`config.mk`:
```
export PLATFORM = sky130hd
export DESIGN_NAME = modulo_circular_addressing
export DESIGN_NICKNAME = d
export VERILOG_FILES = /design/src/modulo_pkg.sv /design/src/mode_decode.sv /design/src/circular_wrap.sv /design/src/modulo_circular_addressing.sv
export VERILOG_INCLUDE_DIRS = /design/src
export SDC_FILE = /design/constraint.sdc
export NUM_CORES = 1
export LEC_CHECK = 0
export ABC_AREA = 1
export BUFFER_PORTS_ARGS = -buffer_cell sky130_fd_sc_hd__buf_2
export CAP_MARGIN = 10
export CORE_ASPECT_RATIO = 1.2
export CORE_MARGIN = 1
export CORE_UTILIZATION = 45
export DETAILED_ROUTE_END_ITERATION = 6
export PLACE_DENSITY = 0.67
export SLEW_MARGIN = 20
export SYNTH_ARGS = -nofsm -noshare
export SYNTH_HDL_FRONTEND = slang
export SYNTH_SLANG_ARGS = --single-unit
```
`constraint.sdc`:
```
create_clock -name clk -period 3.05 [get_ports clk]
set_input_delay 0.305 -clock clk [delete_from_list [all_inputs] [get_ports clk]]
set_output_delay 0.305 -clock clk [all_outputs]
set_load 0.02 [all_outputs]
```
`src/modulo_defs.svh`:
```
// register offsets, field positions, reset values for the circular addressing block
`ifndef MODULO_DEFS_SVH
`define MODULO_DEFS_SVH
`define OFF_CONTROL 8'h00
`define OFF_X_START 8'h04
`define OFF_X_END 8'h08
`define OFF_Y_START 8'h0c
`define OFF_Y_END 8'h10
`define OFF_STATUS 8'h14
`define X_ENABLE_BIT 15
`define Y_ENABLE_BIT 14
`define X_SELECT_LSB 0
`define Y_SELECT_LSB 4
`define SELECT_OFF 4'hf
`define CONTROL_RESET 16'h00ff
`define ADDR_RESET 16'h0000
`define WORD_MASK 16'hfffe
`define FULL_MASK 16'hffff
`endif

```
`src/modulo_pkg.sv`:
```
// types shared by the circular addressing block
package modulo_pkg;
  typedef struct packed {
    logic valid;
    logic prog_space;
    logic [3:0] sel;
    logic [15:0] ptr;
    logic [15:0] step;
  } agu_req_s;
  typedef struct packed {
    logic valid;
    logic prog_space;
    logic wrapped;
    logic [15:0] ea;
    logic [15:0] ptr_next;
  } agu_rsp_s;
endpackage

```
`src/mode_decode.sv`:
```
// decodes one space's enable bit and pointer select field
`timescale 1ns/100ps
`default_nettype none
`include "modulo_defs.svh"
module mode_decode #(
  parameter int EN_BIT = 15,
  parameter int SEL_LSB = 0
) (
  // control word
  input wire logic [15:0] control,
  // decoded mode
  output logic active,
  output logic [3:0] sel
);
  assign sel = control[SEL_LSB +: 4];
  // 1111 in the select field switches the space off even when enabled
  assign active = control[EN_BIT] && (sel != `SELECT_OFF);
endmodule
`default_nettype wire

```
`src/circular_wrap.sv`:
```
// next-pointer calculation for one address generator with boundary correction
`timescale 1ns/100ps
`default_nettype none
`include "modulo_defs.svh"
module circular_wrap (
  // mode of this space
  input wire logic active,
  input wire logic [3:0] sel,
  input wire logic word_only,
  input wire logic [15:0] start_addr,
  input wire logic [15:0] end_addr,
  // pointer update from the core
  input wire modulo_pkg::agu_req_s req,
  // corrected result
  output logic [15:0] ea,
  output logic [15:0] ptr_next,
  output logic wrapped
);
  import modulo_pkg::*;
  wire [15:0] mask = word_only ? `WORD_MASK : `FULL_MASK;
  wire [15:0] s_m = start_addr & mask;
  wire [15:0] e_m = end_addr & mask;
  wire [15:0] base = req.ptr & mask;
  // 18-bit signed sum so moving past either end of the 16-bit space is still seen
  wire signed [17:0] sum = $signed({2'b00, base}) + $signed({{2{req.step[15]}}, req.step});
  wire hit = active && (req.sel == sel);
  wire up = !req.step[15] && (req.step != 16'h0000);
  wire over = up && (sum > $signed({2'b00, e_m}));
  wire under = req.step[15] && (sum < $signed({2'b00, s_m}));
  assign ea = base;
  // up steps are checked against the end and down steps against the start, so power-of-two buffers run either way
  assign wrapped = hit && (over || under);
  assign ptr_next = (hit && over) ? s_m :
    (hit && under) ? e_m :
    (sum[15:0] & mask);
endmodule
`default_nettype wire

```
`src/modulo_circular_addressing.sv`:
```
// circular buffer address correction for the x and y data spaces, apb registers
//
// How it works
// - one independent buffer each in x and y
// - x buffer also serves program-space pointers
// - power-of-two buffers checked at both boundaries
// - separate 16-bit start and end registers
// - y addresses are words, lsb forced clear
// - length from start/end difference, max 32K words
// - x correction needs bit 15 and select not 1111
// - y correction needs bit 14 and select not 1111
//
// Local design decisions: the address map and register access over APB.
`timescale 1ns/100ps
`default_nettype none
`include "modulo_defs.svh"
module modulo_circular_addressing (
  // clock and reset
  input wire logic clk,
  input wire logic arst_n,
  // apb slave
  input wire logic psel,
  input wire logic penable,
  input wire logic pwrite,
  input wire logic [7:0] paddr,
  input wire logic [31:0] pwdata,
  output logic [31:0] prdata,
  output logic pready,
  output logic pslverr,
  // x read address generator
  input wire modulo_pkg::agu_req_s x_rd_req,
  output modulo_pkg::agu_rsp_s x_rd_rsp,
  // x write address generator
  input wire modulo_pkg::agu_req_s x_wr_req,
  output modulo_pkg::agu_rsp_s x_wr_rsp,
  // y address generator
  input wire modulo_pkg::agu_req_s y_req,
  output modulo_pkg::agu_rsp_s y_rsp
);
  import modulo_pkg::*;

  // registers
  logic [15:0] modulo_bitrev_control;
  logic [15:0] x_buffer_start_addr;
  logic [15:0] x_buffer_end_addr;
  logic [15:0] y_buffer_start_addr;
  logic [15:0] y_buffer_end_addr;
  logic x_wrap_seen;
  logic y_wrap_seen;

  // apb decode
  wire access = psel && penable;
  wire wr_en = access && pwrite;
  wire rd_en = access && !pwrite;
  wire sel_control = (paddr == `OFF_CONTROL);
  wire sel_x_start = (paddr == `OFF_X_START);
  wire sel_x_end = (paddr == `OFF_X_END);
  wire sel_y_start = (paddr == `OFF_Y_START);
  wire sel_y_end = (paddr == `OFF_Y_END);
  wire sel_status = (paddr == `OFF_STATUS);
  wire mapped = sel_control || sel_x_start || sel_x_end ||
    sel_y_start || sel_y_end || sel_status;
  wire read_clears_status = rd_en && sel_status;
  // one write strobe per register; status has none, so writes there are dropped
  wire wr_control = wr_en && sel_control;
  wire wr_x_start = wr_en && sel_x_start;
  wire wr_x_end = wr_en && sel_x_end;
  wire wr_y_start = wr_en && sel_y_start;
  wire wr_y_end = wr_en && sel_y_end;
  // read data is captured in the setup cycle
  wire rd_setup = psel && !penable && !pwrite;
  wire status_setup = rd_setup && sel_status;

  // every access completes in its first access cycle
  assign pready = 1'b1;
  assign pslverr = access && !mapped;

  // mode decode per space
  logic x_active;
  logic [3:0] x_sel;
  logic y_active;
  logic [3:0] y_sel;

  mode_decode #(
    .EN_BIT(`X_ENABLE_BIT),
    .SEL_LSB(`X_SELECT_LSB)
  ) u_x_mode (
    .control(modulo_bitrev_control),
    .active(x_active),
    .sel(x_sel)
  );

  mode_decode #(
    .EN_BIT(`Y_ENABLE_BIT),
    .SEL_LSB(`Y_SELECT_LSB)
  ) u_y_mode (
    .control(modulo_bitrev_control),
    .active(y_active),
    .sel(y_sel)
  );

  // length in words for status; the 16-bit byte space caps it at 32K words
  wire [15:0] x_len_bytes = x_buffer_end_addr - x_buffer_start_addr;
  wire [15:0] y_len_bytes = y_buffer_end_addr - y_buffer_start_addr;
  wire [14:0] x_len_words = x_len_bytes[15:1];
  wire [14:0] y_len_words = y_len_bytes[15:1];

  // x read and write generators share one buffer; y has its own
  logic [15:0] xr_ea;
  logic [15:0] xr_next;
  logic xr_wrap;
  logic [15:0] xw_ea;
  logic [15:0] xw_next;
  logic xw_wrap;
  logic [15:0] y_ea;
  logic [15:0] y_next;
  logic y_wrap;

  // x side takes byte or word steps, also for program-space pointers
  circular_wrap u_x_read (
    .active(x_active),
    .sel(x_sel),
    .word_only(1'b0),
    .start_addr(x_buffer_start_addr),
    .end_addr(x_buffer_end_addr),
    .req(x_rd_req),
    .ea(xr_ea),
    .ptr_next(xr_next),
    .wrapped(xr_wrap)
  );

  circular_wrap u_x_write (
    .active(x_active),
    .sel(x_sel),
    .word_only(1'b0),
    .start_addr(x_buffer_start_addr),
    .end_addr(x_buffer_end_addr),
    .req(x_wr_req),
    .ea(xw_ea),
    .ptr_next(xw_next),
    .wrapped(xw_wrap)
  );

  circular_wrap u_y (
    .active(y_active),
    .sel(y_sel),
    .word_only(1'b1),
    .start_addr(y_buffer_start_addr),
    .end_addr(y_buffer_end_addr),
    .req(y_req),
    .ea(y_ea),
    .ptr_next(y_next),
    .wrapped(y_wrap)
  );

  // response words, assembled combinationally and registered below
  agu_rsp_s next_x_rd_rsp;
  agu_rsp_s next_x_wr_rsp;
  agu_rsp_s next_y_rsp;

  assign next_x_rd_rsp = '{valid: x_rd_req.valid, prog_space: x_rd_req.prog_space,
    wrapped: x_rd_req.valid && xr_wrap, ea: xr_ea, ptr_next: xr_next};
  assign next_x_wr_rsp = '{valid: x_wr_req.valid, prog_space: x_wr_req.prog_space,
    wrapped: x_wr_req.valid && xw_wrap, ea: xw_ea, ptr_next: xw_next};
  assign next_y_rsp = '{valid: y_req.valid, prog_space: 1'b0,
    wrapped: y_req.valid && y_wrap, ea: y_ea, ptr_next: y_next};

  wire x_wrap_event = next_x_rd_rsp.wrapped || next_x_wr_rsp.wrapped;
  wire y_wrap_event = next_y_rsp.wrapped;

  // a status read clears only the flags it latched into prdata;
  // a wrap between its setup and access edges would otherwise be lost
  logic x_wrap_reported;
  logic y_wrap_reported;
  wire x_wrap_clear = read_clears_status && x_wrap_reported;
  wire y_wrap_clear = read_clears_status && y_wrap_reported;

  // sticky wrap flags: a new wrap wins over a clearing read in the same cycle
  wire next_x_wrap_seen = x_wrap_event || (x_wrap_seen && !x_wrap_clear);
  wire next_y_wrap_seen = y_wrap_event || (y_wrap_seen && !y_wrap_clear);

  // status fields; the x length field only has room for eleven bits
  wire [14:0] status_y_len = y_len_words;
  wire [10:0] status_x_len = x_len_words[10:0];
  wire [3:0] status_flags = {y_wrap_seen, x_wrap_seen, y_active, x_active};

  // read data mux
  wire [31:0] status_word = {1'b0, status_y_len, 1'b0, status_x_len, status_flags};
  wire [15:0] rd_reg16 =
    sel_control ? modulo_bitrev_control :
    sel_x_start ? x_buffer_start_addr :
    sel_x_end ? x_buffer_end_addr :
    sel_y_start ? y_buffer_start_addr :
    sel_y_end ? y_buffer_end_addr :
    16'h0000;
  wire [31:0] next_prdata = sel_status ? status_word : {16'h0000, rd_reg16};

  // control register
  always_ff @(posedge clk or negedge arst_n) begin
    if (!arst_n) begin
      modulo_bitrev_control <= `CONTROL_RESET;
    end else if (wr_control) begin
      modulo_bitrev_control <= pwdata[15:0];
    end
  end

  // start and end held apart per space, no length field
  always_ff @(posedge clk or negedge arst_n) begin
    if (!arst_n) begin
      x_buffer_start_addr <= `ADDR_RESET;
    end else if (wr_x_start) begin
      x_buffer_start_addr <= pwdata[15:0];
    end
  end

  always_ff @(posedge clk or negedge arst_n) begin
    if (!arst_n) begin
      x_buffer_end_addr <= `ADDR_RESET;
    end else if (wr_x_end) begin
      x_buffer_end_addr <= pwdata[15:0];
    end
  end

  always_ff @(posedge clk or negedge arst_n) begin
    if (!arst_n) begin
      y_buffer_start_addr <= `ADDR_RESET;
    end else if (wr_y_start) begin
      y_buffer_start_addr <= pwdata[15:0];
    end
  end

  always_ff @(posedge clk or negedge arst_n) begin
    if (!arst_n) begin
      y_buffer_end_addr <= `ADDR_RESET;
    end else if (wr_y_end) begin
      y_buffer_end_addr <= pwdata[15:0];
    end
  end

  always_ff @(posedge clk or negedge arst_n) begin
    if (!arst_n) begin
      x_wrap_seen <= 1'b0;
    end else begin
      x_wrap_seen <= next_x_wrap_seen;
    end
  end

  always_ff @(posedge clk or negedge arst_n) begin
    if (!arst_n) begin
      y_wrap_seen <= 1'b0;
    end else begin
      y_wrap_seen <= next_y_wrap_seen;
    end
  end

  // remember which flags went out with a status read
  always_ff @(posedge clk or negedge arst_n) begin
    if (!arst_n) begin
      x_wrap_reported <= 1'b0;
      y_wrap_reported <= 1'b0;
    end else if (status_setup) begin
      x_wrap_reported <= x_wrap_seen;
      y_wrap_reported <= y_wrap_seen;
    end
  end

  // read data is held until the next read so it stays stable after the access
  always_ff @(posedge clk or negedge arst_n) begin
    if (!arst_n) begin
      prdata <= 32'h0000_0000;
    end else if (rd_setup) begin
      prdata <= next_prdata;
    end
  end

  // results follow each request by exactly one cycle
  always_ff @(posedge clk or negedge arst_n) begin
    if (!arst_n) begin
      x_rd_rsp <= '0;
    end else begin
      x_rd_rsp <= next_x_rd_rsp;
    end
  end

  always_ff @(posedge clk or negedge arst_n) begin
    if (!arst_n) begin
      x_wr_rsp <= '0;
    end else begin
      x_wr_rsp <= next_x_wr_rsp;
    end
  end

  always_ff @(posedge clk or negedge arst_n) begin
    if (!arst_n) begin
      y_rsp <= '0;
    end else begin
      y_rsp <= next_y_rsp;
    end
  end

endmodule
`default_nettype wire

```
==> metrics.md <==
| Metric | Value |
|---|---|
| Outcome | `complete, no violations` |
| # port buffers | `about 270` |
| Inserted Clock Buffers | `25` |
| RD Place Congestion | `0.946` |
| FF-to-FF End | `prdata[28]$_DFFE_PN0P_` |
| CTS Buffer Depth | `3` |
| Distinct cells, synth | `54` |
| Largest cells by area after synthesis | `dfrtp_1, ha_1, nand2_1` |
| Worst-Margin Slew | `0.715 ns` |
| Largest family of logic cells by synthesized area | `simple AND/OR/NAND/NOR gates` |
| Final Hold Vio Count | `0` |
| Post-synth top area share | `0.349` |
| Most common cell in the netlist | `nand2_1` |
| Design Area, Final | `0.0203 mm^2` |
| # fillers | `2881` |
| Mux contribution to synthesized area | `0` |
| EDFF count, synth | `0` |
| First-pass GRT wire length | `81.0 mm` |
| Number of synthesis warnings | `0` |
| FF+latch area | `between 0.005 and 0.006 mm^2` |
| Clock Latency Late Sink | `0.56 ns` |
| Top Usage Layer GRT | `met2` |
| Period minus WS final | `2.98 ns` |
| Pwr Density | `465 mW/mm^2` |
| R2R setup slack | `0.51 ns` |
| F_max | `336 MHz` |
| Area Overhead vs Synth | `35.5%` |
| Crit. End Element | `flip-flop` |
| Internal | `6200 uW` |
| Detail Route Antenna Nets | `0` |
| Tot GR Track Use | `0.308` |
| Met1 Use GR | `0.337` |
| Slew HR | `0.522` |
| Vias | `15300` |
| Area leader, netlist | `dfrtp_1` |
| Clk pin slew, worst setup/hold paths | `0.06 ns` |
| Peak VDD IR | `0.000415 V` |
| Slowest cell on the critical path | `fa_2` |
| Post-Synth XOR/XNOR Area | `0.0363` |
| Vias in the first global route | `about 15000` |
| Clock Tree Root | `clkbuf_16` |
| Drt wl/cell | `18.1 um` |
| Hold/Removal Path Class | `in -> reg` |
| TritonCTS clock tree | `built` |
| Nets@finish | `2799` |
| Layout cells sized above 1 | `0.272` |
| Antenna violations before repair | `0` |
| Multi-input gate area | `0.00887 mm^2` |
| Clk pwr share | `0.318` |
| Total leakage power | `about 0.010 uW` |
| Largest net degree at the start of global routing | `63` |
| Compound-Gate Fraction of Synth Area | `0.123` |
| Routed Wire Length | `around 53 mm` |
| Worst R2R Start | `y_buffer_start_addr[6]$_DFFE_PN0P_` |
| Seq/Total Area, Yosys | `0.363` |
| Mapped Area | `between 0.01 and 0.015 mm^2` |
| DR iter-0 viols | `between 800 and 900` |
| Placed cells | `roughly 2800` |
| Post-Synth Adder-Cell Area | `0.145` |
| Die area | `0.0340 mm^2` |
| FP Rows | `72` |
| Pre-CTS setup slack | `-0.762 ns` |
| Clock sink total | `~220` |
| Boundary pin count | `298` |
| DRC | `0` |
| 1st-pass router iterations | `5` |
| Total congestion overflow | `0` |
| WP data required | `3.48 ns` |
| Grt met3 use | `0.0333` |
| Seq pwr share | `0.336` |
| H-tree levels | `1` |
| Avg Inst Size Synth | `~7.7 um^2` |
| WP data arrival | `roughly 3.4 ns` |
| Crit Path Class | `in -> reg` |
| Type of origin of the critical path | `input pin` |
| Max Cap Violations | `0` |
| Hold_sp | `pwdata[0]` |
| Post-synth ARST share | `1.00` |
| Most used cell, CP | `nand2_1` |
| Clk_skew | `0.0262 ns` |
| GR Layer Usage met2 | `0.585` |
| Hold Path Stages | `3` |
| Via/cell ratio | `5.23` |
| Setup TNS | `0 ns` |
| CP Max Fanout | `16` |
| P_sw | `3240 uW` |
| Fin worst setup slack | `0.0704 ns` |
| Comb pwr share | `0.346` |
| FF+latch count, synth | `roughly 220` |
| Final setup fails | `0` |
| Final Cycle Share | `0.977` |
| Post-synth top cells | `nand2_1, inv_1, dfrtp_1` |
| DP Area | `0.0182 mm^2` |
| Net Sw Frac | `0.343` |
| Worst reg2reg path depth | `12` |
| Diode count | `0` |
| Layout Utilization | `0.624` |
| Finished Layout Cells | `2932` |
| Slowest stage delay, CP | `0.35 ns` |
| Chip Height | `202 um` |
| Synth Instances | `1942` |
| Die Wd | `168 um` |
| Max-slew violations | `0` |
| Core Region | `0.0325 mm^2` |
| Hold Path End | `y_buffer_end_addr[0]$_DFFE_PN0P_` |
| HPWL Detailed | `41.6 mm` |
| Starting Density | `0.460` |
| Top_reg_cell synth | `dfrtp_1` |
| Post-Synth Simple-Gate Area | `0.253` |
==> final cells by class <==
cell class,instances,share of cell area
Clock buffer,37,0.0355
Clock inverter,8,0.00395
Inverter,251,0.0468
Multi-Input combinational cell,1430,0.437
Sequential cell,217,0.268
Tap cell,444,0.0274
Timing Repair Buffer,545,0.181
==> worst max-delay path, delay by kind of cell <==
family          cells  cell delay, ns
simple gates       15            1.30
fa+ha+maj           3            0.74
compound gates      2            0.34
buf+inv             4            0.57
xor+xnor            1            0.13
==> cells in the final DEF, fill, tap and decap left out, types with 13 or more instances in the layout <==
cell	Yosys	layout
nand2_1	531	520
buf_2	12	272
inv_1	244	241
dfrtp_1	209	209
buf_4	7	206
ha_1	165	149
nand3_1	142	136
o21ai_0	120	116
a21oi_1	108	97
nor2_1	86	77
dlygate4sd3_1	0	53
xor2_1	45	33
nand4_1	31	31
nand2_2	20	28
clkbuf_16	0	26
o21ai_1	15	18
xnor2_1	17	16
nor3_1	15	15
ha_4	0	15
a21oi_2	4	13
==> cells by family after synthesis <==
| logic type | count (synthesis) |
|---|---|
| other cells | 2 |
| xor+xnor | 62 |
| simple gates | 870 |
| fa+ha+maj | 170 |
| buf+inv | 298 |
| flops | 217 |
| compound gates | 323 |
==> through the flow <==
stage / hold WS, ns / power, uW
final: 0.116 / 9440
after global routing: 0.117 / 9960
after CTS: 0.0951 / 9280
after detailed placement: 0.292 / 6180
after global placement: 0.285 / 6160
after floorplan: 0.00941 / 4880
==> registers in the layout, summed over array words and instances, names as in the netlist <==
register	count
y_buffer_end_addr	16
x_buffer_start_addr	16
x_rd_rsp	35
x_wrap_reported	1
y_rsp	32
y_wrap_seen	1
y_buffer_start_addr	16
x_wrap_seen	1
x_wr_rsp	35
prdata	31
x_buffer_end_addr	16
modulo_bitrev_control	16
y_wrap_reported	1
==> worst max path at each step <==
stage	start	end	slack, ns	cells after the start
2_1_floorplan	x_rd_req[0]	x_rd_rsp[11]$_DFF_PN0_	0.004	22
3_3_place_gp	x_rd_req[8]	x_rd_rsp[13]$_DFF_PN0_	-0.80	24
3_5_place_dp	x_rd_req[0]	x_rd_rsp[13]$_DFF_PN0_	-0.76	23
4_1_cts	x_rd_req[8]	x_rd_rsp[13]$_DFF_PN0_	-0.007	24
5_1_grt	x_rd_req[0]	x_rd_rsp[14]$_DFF_PN0_	-0.08	25
6_report	x_rd_req[0]	x_rd_rsp[14]$_DFF_PN0_	0.07	25
==> per-layer routing <==
layer | vias to the layer above | share of wire | wire length (um)
met4 | 0 | 0.050 | 2630
met3 | 142 | 0.045 | 2380
met1 | 7211 | 0.37 | 19900
li1 | 7463 | - | -
met5 | - | 0 | 0
met2 | 521 | 0.53 | 28200
==> power by group through the flow <==
stage	sequential [uW]	combinational, uW	clock (uW)
3_5_place_dp	3220	2960	0
6_report	3170	3270	3000
2_1_floorplan	3420	1460	0
3_3_place_gp	3220	2940	0
4_1_cts	3170	3060	3060
5_1_grt	3180	3610	3170
==> timing repair <==
action                                  4_1_cts  5_1_grt
endpoints found under the setup margin       16       52
gates cloned                                  0        1
pin swaps                                     2       32
setup buffers                                 3       14
endpoints found under the hold margin       113        0
hold buffers                                 53        0
gates resized for setup                      11       94
Power figures use the tool's default switching activity.
